--- config.mk ---
export PLATFORM = sky130hd
export DESIGN_NAME = ssm_core
export DESIGN_NICKNAME = d
export VERILOG_FILES = /design/src/ssm_core.v
export VERILOG_INCLUDE_DIRS = /design/src
export SDC_FILE = /design/constraint.sdc
export NUM_CORES = 1
export LEC_CHECK = 0
export ABC_AREA = 1
export BUFFER_PORTS_ARGS = -buffer_cell sky130_fd_sc_hd__buf_4
export CORE_ASPECT_RATIO = 0.6
export CORE_MARGIN = 2
export CORE_UTILIZATION = 35
export DETAILED_ROUTE_END_ITERATION = 6
export SYNTH_ARGS = -nofsm -noshare
export SYNTH_HDL_FRONTEND = slang
export SYNTH_SLANG_ARGS = --single-unit
--- constraint.sdc ---
create_clock -name core_clk -period 6.66 [get_ports core_clk]
set_input_delay 1.332 -clock core_clk [delete_from_list [all_inputs] [get_ports core_clk]]
set_output_delay 1.332 -clock core_clk [all_outputs]
set_load 0.02 [all_outputs]
--- src/ssm_defines.vh ---
// register map, field positions and reset values for the spi status/data master core
// assumes a 32-bit axi4-lite slave with each register on one aligned word
// Operation
// receive-full flag, status bit 7, sets once a byte lands in the data register.
// receive-full clears on status read seeing it set, then data register read.
// transmit-empty bit 5; armed status read then data write clears it, else write ignored.
// mode-fault flag bit 4 sets when select input low as master with detection on; the code also requires select output off.
// mode-fault clears after a status read seeing it, then a control-one write.
// status readable any time; writes to it change no flag.
// 8-bit data register resets to zero; reads give receive data, writes load transmit.
// as master, a queued byte starts right after the previous transfer ends.
// finished byte with receive-full clear is copied to data register, flag set.
// second byte with flag still set stays pending; data register unchanged.
// pending byte moves in if serviced before the next start, else is discarded.
// port enable dedicates select, clock and both data pins to the core.
// a transfer shifts eight bits, exchanging bytes with the remote end.
// polarity inverts the clock; phase picks odd or even sampling edges.
// controller select set means master, clear means slave; no slave mode is built, clear leaves the core idle.
// master config change aborts the transfer to idle; software resets remote.
// only a master starts; data write loads the empty shift register immediately.
// prescale and shift fields set baud rate, driven on the clock pin.
// with detection and select output on, select low during transfer, high idle.
// fault clears controller select, releases clock and data pins, aborts to idle.
// interrupt requested when mode fault sets with interrupt enable on.
// after a data write, wait half a serial clock period before clocking.
// divisor is (prescale+1) times two to the (shift+1); clock is bus clock over it.
`ifndef SSM_DEFINES_VH
`define SSM_DEFINES_VH

// ----------------------------------------------------------------
// register indices (byte address is four times the index)
// ----------------------------------------------------------------
`define SSM_IDX_CR1       10'h0E8
`define SSM_IDX_CR2       10'h0E9
`define SSM_IDX_BAUD      10'h0EA
`define SSM_IDX_STATUS    10'h0EB
`define SSM_IDX_DATA      10'h0ED

// ----------------------------------------------------------------
// field positions
// ----------------------------------------------------------------
`define SSM_CR1_IRQ_EN    7
`define SSM_CR1_PORT_EN   6
`define SSM_CR1_CTRL_SEL  4
`define SSM_CR1_POL       3
`define SSM_CR1_PHASE     2
`define SSM_CR1_SEL_OUT   1
`define SSM_CR1_LSB       0
`define SSM_CR2_MF_EN     4
`define SSM_CR2_BIDIR_OE  3
`define SSM_CR2_PIN_MODE  0
`define SSM_ST_RX_FULL    7
`define SSM_ST_TX_EMPTY   5
`define SSM_ST_MF         4

// ----------------------------------------------------------------
// masks and reset values
// ----------------------------------------------------------------
`define SSM_CR1_ABORT_MSK 8'h0F
`define SSM_CR2_WR_MSK    8'h19
`define SSM_CR2_ABT_MSK   8'h11
`define SSM_BAUD_WR_MSK   8'h77
`define SSM_CR1_RST       8'h00
`define SSM_CR2_RST       8'h00
`define SSM_BAUD_RST      8'h00
`define SSM_DATA_RST      8'h00
`define SSM_LAST_EDGE     5'h10
`define SSM_RESP_OKAY     2'h0
`define SSM_RESP_SLVERR   2'h2

`endif

--- src/ssm_core.v ---
// spi master core: status flags, shared data register, baud generator, mode fault
// assumes one 250 mhz bus clock; serial pins arrive asynchronously and are synchronised
//
// Chosen here: the AXI4-Lite interface to the registers.
`timescale 1ns/100ps
`default_nettype none
`include "ssm_defines.vh"

module ssm_core #(
  parameter ADDR_W = 12
) (
  input  wire              core_clk,
  input  wire              rst_n,
  input  wire [ADDR_W-1:0] s_axi_awaddr,
  input  wire              s_axi_awvalid,
  output reg               s_axi_awready,
  input  wire [31:0]       s_axi_wdata,
  input  wire [3:0]        s_axi_wstrb,
  input  wire              s_axi_wvalid,
  output reg               s_axi_wready,
  output reg  [1:0]        s_axi_bresp,
  output reg               s_axi_bvalid,
  input  wire              s_axi_bready,
  input  wire [ADDR_W-1:0] s_axi_araddr,
  input  wire              s_axi_arvalid,
  output reg               s_axi_arready,
  output reg  [31:0]       s_axi_rdata,
  output reg  [1:0]        s_axi_rresp,
  output reg               s_axi_rvalid,
  input  wire              s_axi_rready,
  input  wire              ss_n_in,
  output reg               ss_n_out,
  output reg               ss_n_oe,
  input  wire              sck_in,
  output reg               sck_out,
  output reg               sck_oe,
  input  wire              mosi_in,
  output reg               mosi_out,
  output reg               mosi_oe,
  input  wire              miso_in,
  output reg               miso_out,
  output reg               miso_oe,
  output reg               irq_req
);

  // ----------------------------------------------------------------
  // states and shift helper
  // ----------------------------------------------------------------
  localparam S_IDLE  = 2'b00;
  localparam S_LEAD  = 2'b01;
  localparam S_SHIFT = 2'b10;
  localparam S_TAIL  = 2'b11;

  // shift one bit in at the end selected by bit order
  function [7:0] ssm_shift;
    input [7:0] cur;
    input       bit_in;
    input       lsb;
    begin
      ssm_shift = lsb ? {bit_in, cur[7:1]} : {cur[6:0], bit_in};
    end
  endfunction

  // ----------------------------------------------------------------
  // state
  // ----------------------------------------------------------------
  reg [7:0]        cr1;
  reg [7:0]        cr2;
  reg [7:0]        baud;
  reg [7:0]        rx_data;
  reg [7:0]        tx_buf;
  reg [7:0]        pend_byte;
  reg [7:0]        shreg;
  reg              rx_full_flag;
  reg              tx_empty_flag;
  reg              mode_fault_flag;
  reg              rx_armed;
  reg              tx_armed;
  reg              mf_armed;
  reg              rx_pend;
  reg              rx_bit;
  reg              sck_int;
  reg [1:0]        state;
  reg [10:0]       div_cnt;
  reg [4:0]        edge_cnt;
  reg              aw_got;
  reg              w_got;
  reg [ADDR_W-1:0] aw_addr;
  reg [7:0]        w_byte;
  reg              w_lane0;
  reg [2:0]        ss_sync;
  reg [1:0]        miso_sync;
  reg [1:0]        mosi_sync;
  reg [7:0]        rd_val;
  reg              rd_hit;
  reg [10:0]       half_lim;

  // ----------------------------------------------------------------
  // decode of configuration and bus events
  // ----------------------------------------------------------------
  wire       irq_en               = cr1[`SSM_CR1_IRQ_EN];
  wire       port_enable          = cr1[`SSM_CR1_PORT_EN];
  wire       controller_select    = cr1[`SSM_CR1_CTRL_SEL];
  wire       clk_polarity         = cr1[`SSM_CR1_POL];
  wire       clk_phase            = cr1[`SSM_CR1_PHASE];
  wire       select_out_en        = cr1[`SSM_CR1_SEL_OUT];
  wire       lsb_first_en         = cr1[`SSM_CR1_LSB];
  wire       mode_fault_detect_en = cr2[`SSM_CR2_MF_EN];
  wire       bidir_out_en         = cr2[`SSM_CR2_BIDIR_OE];
  wire       bidir_pin_mode       = cr2[`SSM_CR2_PIN_MODE];
  wire [2:0] baud_prescale        = baud[6:4];
  wire [2:0] baud_shift_sel       = baud[2:0];

  wire master_active = port_enable & controller_select;
  wire wr_go   = aw_got & w_got & ~s_axi_bvalid;
  wire [9:0] wr_idx = aw_addr[11:2];
  wire [9:0] rd_idx = s_axi_araddr[11:2];
  wire wr_ok   = wr_go & w_lane0;
  wire wr_cr1  = wr_ok & (wr_idx == `SSM_IDX_CR1);
  wire wr_cr2  = wr_ok & (wr_idx == `SSM_IDX_CR2);
  wire wr_baud = wr_ok & (wr_idx == `SSM_IDX_BAUD);
  wire wr_data = wr_ok & (wr_idx == `SSM_IDX_DATA);
  wire rd_fire = s_axi_arvalid & s_axi_arready;
  wire rd_stat = rd_fire & (rd_idx == `SSM_IDX_STATUS);
  wire rd_data = rd_fire & (rd_idx == `SSM_IDX_DATA);

  // settings whose change kills a master transfer; bidir enable only counts in single-wire
  wire [7:0] cr2_abt_msk = bidir_pin_mode ? `SSM_CR2_WR_MSK : `SSM_CR2_ABT_MSK;
  wire cfg_chg = (wr_cr1 & (((w_byte ^ cr1) & `SSM_CR1_ABORT_MSK) != 8'h00))
               | (wr_cr2 & (((w_byte ^ cr2) & cr2_abt_msk) != 8'h00))
               | (wr_baud & (((w_byte ^ baud) & `SSM_BAUD_WR_MSK) != 8'h00));

  // a low select input is someone else driving the bus
  wire fault = master_active & mode_fault_detect_en & ~select_out_en & ~ss_sync[2];
  wire abort = master_active & (cfg_chg | fault) & (state != S_IDLE);
  wire start = (state == S_IDLE) & master_active & ~tx_empty_flag & ~fault;

  wire       tick    = (div_cnt == half_lim);
  wire [4:0] next_edge = edge_cnt + 5'h01;
  wire       odd_edge  = next_edge[0];
  wire       din     = bidir_pin_mode ? mosi_sync[1] : miso_sync[1];
  wire       dout    = lsb_first_en ? shreg[0] : shreg[7];
  wire       done    = (state == S_TAIL) & tick & ~abort;
  // phase one leaves the last latched bit unshifted until the tail ends
  wire [7:0] fin_byte = clk_phase ? ssm_shift(shreg, rx_bit, lsb_first_en) : shreg;
  wire       svc     = rd_data & rx_armed;

  // ----------------------------------------------------------------
  // baud generator: half period is (prescale+1) << shift cycles
  // ----------------------------------------------------------------
  always @* begin
    half_lim = ({7'h00, {1'b0, baud_prescale} + 4'h1} << baud_shift_sel) - 11'h001;
  end

  // ----------------------------------------------------------------
  // pin synchronisers
  // ----------------------------------------------------------------
  // first stage only feeds the second; ss takes a third stage before the fault logic
  always @(posedge core_clk or negedge rst_n) begin
    if (!rst_n) begin
      ss_sync   <= 3'h7;
      miso_sync <= 2'h0;
      mosi_sync <= 2'h0;
    end else begin
      ss_sync   <= {ss_sync[1], ss_sync[0], ss_n_in};
      miso_sync <= {miso_sync[0], miso_in};
      mosi_sync <= {mosi_sync[0], mosi_in};
    end
  end

  // ----------------------------------------------------------------
  // axi4-lite handshakes
  // ----------------------------------------------------------------
  // address and data are taken independently; the write lands when both are held
  always @(posedge core_clk or negedge rst_n) begin
    if (!rst_n) begin
      s_axi_awready <= 1'b1;
      s_axi_wready  <= 1'b1;
      s_axi_bvalid  <= 1'b0;
      s_axi_bresp   <= `SSM_RESP_OKAY;
      s_axi_arready <= 1'b1;
      s_axi_rvalid  <= 1'b0;
      s_axi_rresp   <= `SSM_RESP_OKAY;
      s_axi_rdata   <= 32'h00000000;
      aw_got        <= 1'b0;
      w_got         <= 1'b0;
      aw_addr       <= {ADDR_W{1'b0}};
      w_byte        <= 8'h00;
      w_lane0       <= 1'b0;
    end else begin
      if (s_axi_awvalid && s_axi_awready) begin
        aw_addr       <= s_axi_awaddr;
        aw_got        <= 1'b1;
        s_axi_awready <= 1'b0;
      end
      if (s_axi_wvalid && s_axi_wready) begin
        w_byte       <= s_axi_wdata[7:0];
        w_lane0      <= s_axi_wstrb[0];
        w_got        <= 1'b1;
        s_axi_wready <= 1'b0;
      end
      if (wr_go) begin
        s_axi_bvalid <= 1'b1;
        s_axi_bresp  <= (wr_idx == `SSM_IDX_CR1 || wr_idx == `SSM_IDX_CR2 ||
                         wr_idx == `SSM_IDX_BAUD || wr_idx == `SSM_IDX_STATUS ||
                         wr_idx == `SSM_IDX_DATA) ? `SSM_RESP_OKAY : `SSM_RESP_SLVERR;
        aw_got       <= 1'b0;
        w_got        <= 1'b0;
      end
      if (s_axi_bvalid && s_axi_bready) begin
        s_axi_bvalid  <= 1'b0;
        s_axi_awready <= 1'b1;
        s_axi_wready  <= 1'b1;
      end
      if (rd_fire) begin
        s_axi_arready <= 1'b0;
        s_axi_rvalid  <= 1'b1;
        s_axi_rdata   <= {24'h000000, rd_val};
        s_axi_rresp   <= rd_hit ? `SSM_RESP_OKAY : `SSM_RESP_SLVERR;
      end
      if (s_axi_rvalid && s_axi_rready) begin
        s_axi_rvalid  <= 1'b0;
        s_axi_arready <= 1'b1;
      end
    end
  end

  // read multiplexer; status is plain state, reading it has only arming effects
  always @* begin
    rd_hit = 1'b1;
    case (rd_idx)
      `SSM_IDX_CR1:    rd_val = cr1;
      `SSM_IDX_CR2:    rd_val = cr2;
      `SSM_IDX_BAUD:   rd_val = baud;
      `SSM_IDX_STATUS: rd_val = {rx_full_flag, 1'b0, tx_empty_flag, mode_fault_flag, 4'h0};
      `SSM_IDX_DATA:   rd_val = rx_data;
      default: begin
        rd_val = 8'h00;
        rd_hit = 1'b0;
      end
    endcase
  end

  // ----------------------------------------------------------------
  // registers, flags and transfer engine
  // ----------------------------------------------------------------
  // one process so that every flag has one driver and later lines win
  always @(posedge core_clk or negedge rst_n) begin
    if (!rst_n) begin
      cr1             <= `SSM_CR1_RST;
      cr2             <= `SSM_CR2_RST;
      baud            <= `SSM_BAUD_RST;
      rx_data         <= `SSM_DATA_RST;
      tx_buf          <= `SSM_DATA_RST;
      pend_byte       <= 8'h00;
      shreg           <= 8'h00;
      rx_full_flag    <= 1'b0;
      tx_empty_flag   <= 1'b1;
      mode_fault_flag <= 1'b0;
      rx_armed        <= 1'b0;
      tx_armed        <= 1'b0;
      mf_armed        <= 1'b0;
      rx_pend         <= 1'b0;
      rx_bit          <= 1'b0;
      sck_int         <= 1'b0;
      state           <= S_IDLE;
      div_cnt         <= 11'h000;
      edge_cnt        <= 5'h00;
    end else begin
      // status reads arm the clear sequences; writes to status do nothing
      if (rd_stat) begin
        rx_armed <= rx_full_flag;
        tx_armed <= tx_empty_flag;
        mf_armed <= mode_fault_flag;
      end
      if (wr_cr1) begin
        cr1 <= w_byte;
        if (mf_armed) begin
          mode_fault_flag <= 1'b0;
          mf_armed        <= 1'b0;
        end
      end
      if (wr_cr2) begin
        cr2 <= w_byte & `SSM_CR2_WR_MSK;
      end
      if (wr_baud) begin
        baud <= w_byte & `SSM_BAUD_WR_MSK;
      end
      // a data write without the armed status read is dropped
      if (wr_data) begin
        tx_armed <= 1'b0;
        if (tx_armed) begin
          tx_buf        <= w_byte;
          tx_empty_flag <= 1'b0;
        end
      end
      // servicing pulls a pending byte forward and keeps the flag up
      if (rd_data) begin
        rx_armed <= 1'b0;
        if (svc) begin
          if (rx_pend) begin
            rx_data <= pend_byte;
            rx_pend <= 1'b0;
          end else begin
            rx_full_flag <= 1'b0;
          end
        end
      end

      // serial engine
      div_cnt <= (state == S_IDLE || tick) ? 11'h000 : div_cnt + 11'h001;
      case (state)
        S_IDLE: begin
          sck_int  <= clk_polarity;
          edge_cnt <= 5'h00;
          if (start) begin
            shreg         <= tx_buf;
            tx_empty_flag <= 1'b1;
            rx_pend       <= 1'b0;    // stale pending byte dies at a new start
            state         <= S_LEAD;
          end
        end
        S_LEAD: begin
          if (tick) begin
            state <= S_SHIFT;
          end
        end
        S_SHIFT: begin
          if (tick) begin
            sck_int  <= ~sck_int;
            edge_cnt <= next_edge;
            // phase zero samples odd edges, phase one even edges
            if (clk_phase ^ odd_edge) begin
              rx_bit <= din;
            end
            if (clk_phase ? (odd_edge && next_edge != 5'h01) : !odd_edge) begin
              shreg <= ssm_shift(shreg, rx_bit, lsb_first_en);
            end
            if (next_edge == `SSM_LAST_EDGE) begin
              state <= S_TAIL;
            end
          end
        end
        S_TAIL: begin
          if (tick) begin
            state <= S_IDLE;
            shreg <= fin_byte;
          end
        end
        default: begin
          state <= S_IDLE;
        end
      endcase

      // completion; a new byte beats a same-cycle clear of the flag
      if (done) begin
        if (!rx_full_flag || (svc && !rx_pend)) begin
          rx_data      <= fin_byte;
          rx_full_flag <= 1'b1;
        end else begin
          pend_byte <= fin_byte;
          rx_pend   <= 1'b1;
        end
      end

      if (abort) begin
        state    <= S_IDLE;
        edge_cnt <= 5'h00;
      end
      if (fault) begin
        mode_fault_flag                <= 1'b1;
        cr1[`SSM_CR1_CTRL_SEL]         <= 1'b0;
      end
    end
  end

  // ----------------------------------------------------------------
  // registered pin drivers and interrupt request
  // ----------------------------------------------------------------
  // one cycle of lag on all pins keeps clock and data aligned to each other
  always @(posedge core_clk or negedge rst_n) begin
    if (!rst_n) begin
      ss_n_out <= 1'b1;
      ss_n_oe  <= 1'b0;
      sck_out  <= 1'b0;
      sck_oe   <= 1'b0;
      mosi_out <= 1'b0;
      mosi_oe  <= 1'b0;
      miso_out <= 1'b0;
      miso_oe  <= 1'b0;
      irq_req  <= 1'b0;
    end else begin
      ss_n_out <= (state == S_IDLE);
      ss_n_oe  <= master_active & mode_fault_detect_en & select_out_en;
      sck_out  <= sck_int;
      sck_oe   <= master_active;
      mosi_out <= dout;
      mosi_oe  <= master_active & (~bidir_pin_mode | bidir_out_en);
      miso_out <= 1'b0; // slave output path is not part of this core
      miso_oe  <= 1'b0;
      irq_req  <= irq_en & (mode_fault_flag | rx_full_flag);
    end
  end

endmodule
`default_nettype wire

Word-level counts from Yosys, hierarchy flattened --
Cells that the tools add are included.
Storage, ports and cells: bits of input ports 71, output and inout bits 50, flip-flop bits (word level) 130
Operators by class: reductions and logical operators 42, equality and inequality tests 25, shift-type cells 1, multiplexer cells 74, bitwise logic cells 47, add/sub/neg operators 4
Operators with widths (count):
- equality test 10 x 8 -> 1 bit, second input constant | 10
- two-way mux 8 bit | 11
- two-way mux 1 bit | 45
- case mux 8 bit (5 select lines) | 1
- AND 1 bit | 28
- case mux 8 bit (3 select lines) | 1
- nonzero test 2 bit | 12
- nonzero test 8 bit | 3
- two-way mux 2 bit | 8
- two-way mux 5 bit | 3
- != test 3 bit, second input constant | 5
- adder 11 x 1 -> 11 bit, second input constant | 1
- equality test 11 bit | 1
- two-way mux 11 bit | 1
- left shift 4 x 3 -> 11 bit | 1
- subtractor 11 x 1 -> 11 bit, second input constant | 1
- case mux 5 bit (2 select lines) | 1
- AND reduction 2 bit | 5
- AND reduction 5 bit | 2
- inverter 1 bit | 9
- AND 8 x 5 -> 8 bit | 1
- != test 2 bit, second input constant | 4
- case mux 2 bit (4 select lines) | 1
- bitwise XOR 8 x 5 -> 8 bit | 1
- other kinds (19) | 37

Longest topological paths before layout --
word-level depth 13, gate-level depth with buffers 22

Worst setup path before layout --
No wires, ideal clock.
kind in2reg, from input s_axi_araddr[11], to register rx_data[0], setup time 0.134 ns, data required time 6.526 ns, arrival 2.934 ns, buffers on the path 1, stages 11, setup slack 3.592 ns, path through nor2_1 > inv_1 > nor2_1 > nand3_1 > nor2_1 > nand2_1 > nor2_1 > buf_2 > mux2_2 > nand2_1 > o21ai_1
On the way: cells in the longest elaborated chain, start to end 7, elaborated cells between the ends (all ways) 9, classes of those cells eq/ne: 1; mux: 4; bitwise: 2; reduce/logical: 2
Ends and longest elaborated chain:
- start, declared | line ssm_core.v:24 | input wire [ADDR_W-1:0] s_axi_araddr,
- equality test 10 x 8 -> 1 bit (*)
- AND 1 bit (*) | line ssm_core.v:125 | wire rd_data = rd_fire & (rd_idx == `SSM_IDX_DATA);
- AND 1 bit | line ssm_core.v:146 | wire svc = rd_data & rx_armed;
- two-way mux 8 bit / logical AND 1 bit (equally long branches) | line ssm_core.v:300, ssm_core.v:357
- two-way mux 8 bit / logical OR 1 bit (equally long branches) | line ssm_core.v:298, ssm_core.v:357
- two-way mux 8 bit | line ssm_core.v:357 | if (!rx_full_flag || (svc && !rx_pend)) begin
- two-way mux 8 bit (*) | line ssm_core.v:356 | if (done) begin
- end signal, assigned | line ssm_core.v:253 | rx_data <= `SSM_DATA_RST;
- end signal, assigned | line ssm_core.v:302 | rx_data <= pend_byte;
- end signal, assigned | line ssm_core.v:358 | rx_data <= fin_byte;
- end, declared | line ssm_core.v:70 | reg [7:0] rx_data;
Mark *: on every way between the ends. The rest lies on a longest branch, timed or not. A chain may end at the register's enable or synchronous reset.

Worst setup path after layout --
from input s_axi_araddr[11], to register rx_data[2]
The elaborated chain is that of the path after synthesis.

==> summary.md <==
| Metric | Value |
|---|---|
| Cell at the root of the clock tree | `sky130_fd_sc_hd__clkbuf_16` |
| Post-CTS setup buffer count | `0` |
| Final hold violation count | `0` |
| Start-to-end type of the worst setup path | `input port to flop` |
| Number of failing setup endpoints in the final timing report | `0` |
| DRC violations left | `0` |
| Highest fanout seen on the critical path | `12` |
| Number of filler cells placed in the layout | `2074` |
| CTS Buffer Depth | `2` |
| Number of hold buffers added after cts | `0` |
| Count of flip-flops with a built-in enable after synthesis | `0` |
| DRC marker count from the first detailed-route iteration | `504` |
| Proportion of synthesized flip-flops having asynchronous set or reset | `100%` |
| Vias per cell | `4.80` |
| Sum of overflow across all layers after global routing | `0` |
| Final net count | `1044` |
| Pre-antenna DRT Iters | `6` |
| Detail Route Antenna Nets | `0` |
| Share of the synthesized area in compound gates (AO/OA/AOI/OAI) | `10.9%` |
| Drt total wl | `17700 um` |
| Combinational family with the most area after synthesis | `simple AND/OR/NAND/NOR gates` |
| Die outline area | `0.0212 mm^2` |
| Share of the cycle needed by the critical path after routing | `51.4%` |
| Maximum resistive drop on vdd | `0.000175 V` |
| Hold path cells | `0` |
| Fin Hold WS | `0.351 ns` |
| Synthesized area per cell | `7.80 um^2` |
| Total number of vias | `5996` |
| Horiz. Die Dim | `187 um` |
| Top routing layer in use | `met4` |
| Proportion of synthesized area in mux cells | `1.25%` |
| Adder-cell area share of the yosys netlist | `1.96%` |
| Vias in the first global route | `5683` |
| Clock Latency Late Sink | `0.42 ns` |
| Met3 wirelength from detailed routing | `1140 um` |
| Number of clock buffers inserted by TritonCTS | `17` |
| Synth-to-Final Area Change | `16.8%` |
| Die span in y | `114 um` |
| Number of max-slew violations in the final report | `0` |
| Routed wire length on met2 | `6670 um` |
| Maximum level of the CTS H-tree | `4` |
| Outcome | `finished, final reports clean` |
| Number of synthesized register bits | `126` |
| Average detailed-routed wire length per instance | `14.1 um` |
| WP data required | `6.97 ns` |
| Initial core utilization | `35.4%` |
| Pin count of the biggest net entering global routing | `74` |
| Wire length of the first global-routing pass | `29700 um` |
| CTS resizes | `0` |
| Std-Cell Rows | `40` |
| Accumulated negative setup slack | `0 ns` |
| Final Skew | `0.00999 ns` |
| Most used cells in the layout excluding fill and tap cells | `264 x sky130_fd_sc_hd__nand2_1, 118 x sky130_fd_sc_hd__dfrtp_1, 105 x sky130_fd_sc_hd__inv_1` |
| Unrepaired setup endpoints after global routing | `false` |
| Area share of xor/xnor cells in the synthesized design | `1.87%` |
| Worst Path Arrival | `3.74 ns` |
| Shortest clock period the worst path allows after layout | `3.43 ns` |
| Sequential area share after synthesis | `45.0%` |
| HPWL Detailed | `12900 um` |
| Clock tree from TritonCTS | `yes` |
| Mapped Cells | `900` |
| Count of cell types in the netlist | `51` |
| Post-Synthesis Cell Area | `0.00702 mm^2` |
| Most common cell after layout, fill and taps aside | `sky130_fd_sc_hd__nand2_1` |
| Top-Level Pins | `121` |
| Leakage power total | `4.06 nW` |
| Hold crit path type | `flop to flop` |
| CP endpoint kind | `flop` |
| Post-synthesis share of cell area spent on and, or, nand and nor gates | `28.5%` |
| Share of final-layout standard cells stronger than drive strength 1 | `14.8%` |
| Clock transition at the register clock pins on the worst setup and hold paths after CTS | `0.06 ns` |
| Worst slew margin relative to its limit | `36.2%` |
| Worst Max-Slew Pin Slew | `0.957 ns` |
| Number of diodes added for antenna fixing | `0` |
| Reg area | `0.00316 mm^2` |
| Setup slack after layout | `3.23 ns` |
| Std-Cell Core Area | `0.0198 mm^2` |
| Pre-CTS WS | `2.81 ns` |
| Max Cap Viol | `0` |
| Primary FF master, synth | `sky130_fd_sc_hd__dfrtp_1` |
| Achievable Freq | `0.292 GHz` |
| Initial antenna violation count | `0` |
| Depth of the worst register-to-register path | `15` |
| Count of input and output buffers | `60` |
| Final weighted congestion of routability-driven global placement | `0.843` |
| Met1 layer wirelength in the final routing | `9710 um` |
| CTS sink cnt | `126` |
| P per Cell Area | `319 mW/mm^2` |
| Startpoint class of the critical path | `input port` |
| Combined area of the multi-input logic cells | `0.00323 mm^2` |
| Warnings, synthesis | `0` |
| Aggregate global-route resource usage | `17.7%` |
cell families (layout without fill, tap and decap cells):
kind of cell | count (synthesis) | after routing
AOI/OAI and AO/OA | 128 | 128
xor gates and xnor gates | 15 | 15
adders and majority gates | 11 | 11
buffers and inverters | 158 | 206
DFF | 126 | 126
muxes | 8 | 8
other | 1 | 28
and+or+nand+nor | 453 | 453
report_power, final:
group | switching, mW | total (mW) | internal [mW] | leakage [nW]
Sequential | 0.0985 | 0.990 | 0.891 | 1.64
Clock | 0.364 | 0.909 | 0.545 | 0.279
Combinational | 0.493 | 0.719 | 0.226 | 2.14
stage by stage:
stage / power (mW) / area, um^2 / std cells / util (%)
after detailed placement: 1.71 / 7620 / 1216 / 38.5
final: 2.62 / 8200 / 1248 / 41.4
after CTS: 2.63 / 8200 / 1248 / 41.4
after floorplan: 1.49 / 7120 / 927 / -
after global routing: 2.79 / 8200 / 1248 / 41.4
after global placement: 1.70 / 7620 / 1216 / 38.5
per-layer routing:
| metal | vias up | global-route usage (%) |
|---|---|---|
| met4 | 0 | 4.29 |
| met1 | 2823 | 28.1 |
| met2 | 170 | 23.6 |
| met3 | 13 | 4.15 |
| met5 | - | 0 |
| li1 | 2990 | - |
area by class of cell:
cell class	count	share of cell area (%)
Timing Repair Buffer	63	5.77
Clock inverter	12	1.36
Multi-Input combinational cell	643	39.4
Tap cell	273	4.16
Sequential cell	126	38.6
Inverter	111	5.08
Clock buffer	20	5.69
path summary, 6_finish.rpt:
| path | start | slack, ns | endpoint |
|---|---|---|---|
| max | s_axi_araddr[11] | 3.23 | rx_data[2] |
| min | miso_sync[0] | 0.35 | miso_sync[1] |
| max reg2reg | baud[4] | 3.39 | pend_byte[4] |
| min reg2reg | miso_sync[0] | 0.35 | miso_sync[1] |
| max in group asynchronous | rst_n | 4.35 | mosi_sync[1] |
| min in group asynchronous | rst_n | 1.08 | pend_byte[5] |
synth_stat cells, types with 2 or more instances:
library cell / n / area share (%)
sky130_fd_sc_hd__a211oi_1: 2 / 0.21
sky130_fd_sc_hd__a21oi_1: 12 / 0.86
sky130_fd_sc_hd__a221oi_1: 4 / 0.50
sky130_fd_sc_hd__a22oi_1: 3 / 0.32
sky130_fd_sc_hd__buf_2: 5 / 0.36
sky130_fd_sc_hd__buf_4: 31 / 3.3
sky130_fd_sc_hd__buf_6: 2 / 0.32
sky130_fd_sc_hd__clkbuf_1: 9 / 0.48
sky130_fd_sc_hd__clkinv_1: 2 / 0.11
sky130_fd_sc_hd__dfrtp_1: 118 / 42
sky130_fd_sc_hd__dfstp_2: 8 / 3.0
sky130_fd_sc_hd__ha_1: 11 / 2.0
sky130_fd_sc_hd__inv_1: 105 / 5.6
sky130_fd_sc_hd__inv_2: 4 / 0.21
sky130_fd_sc_hd__mux2_2: 6 / 0.96
sky130_fd_sc_hd__mux2i_1: 2 / 0.29
sky130_fd_sc_hd__nand2_1: 264 / 14
sky130_fd_sc_hd__nand2_2: 3 / 0.27
sky130_fd_sc_hd__nand3_1: 60 / 4.3
sky130_fd_sc_hd__nand3_2: 6 / 0.86
sky130_fd_sc_hd__nand3_4: 3 / 0.75
sky130_fd_sc_hd__nand3b_1: 3 / 0.32
sky130_fd_sc_hd__nand4_1: 16 / 1.4
sky130_fd_sc_hd__nor2_1: 68 / 3.6
sky130_fd_sc_hd__nor2_2: 4 / 0.36
sky130_fd_sc_hd__nor3_1: 8 / 0.57
sky130_fd_sc_hd__nor3b_1: 3 / 0.32
sky130_fd_sc_hd__nor4_1: 9 / 0.80
sky130_fd_sc_hd__o211ai_1: 6 / 0.64
sky130_fd_sc_hd__o21ai_0: 76 / 5.4
sky130_fd_sc_hd__o21ai_1: 4 / 0.29
sky130_fd_sc_hd__o21ai_2: 9 / 1.1
sky130_fd_sc_hd__o22ai_1: 3 / 0.27
sky130_fd_sc_hd__xnor2_1: 4 / 0.50
sky130_fd_sc_hd__xor2_1: 11 / 1.4
sequential cells by signal, indices dropped and copies added (netlist names), 3 cells and up:
name,flops
edge_cnt,5
w_byte,8
baud,6
ss_sync,3
rx_data,8
aw_addr,10
cr2,3
s_axi_rdata,8
tx_buf,8
cr1,8
shreg,8
div_cnt,11
pend_byte,8
critical path: stages:
cell and delay, ns:
sky130_fd_sc_hd__buf_4 0.11, sky130_fd_sc_hd__nor2_1 0.15, sky130_fd_sc_hd__inv_1 0.08, sky130_fd_sc_hd__nor2_1 0.21, sky130_fd_sc_hd__nand3_1 0.27, sky130_fd_sc_hd__nor2_1 0.20
sky130_fd_sc_hd__nand2_1 0.13, sky130_fd_sc_hd__nor2_1 0.64, sky130_fd_sc_hd__mux2_2 0.41, sky130_fd_sc_hd__inv_1 0.05, sky130_fd_sc_hd__nand2_1 0.04, sky130_fd_sc_hd__nand2_1 0.06
sky130_fd_sc_hd__inv_1 0.04
Note: power is estimated with default switching activity, not from simulation.
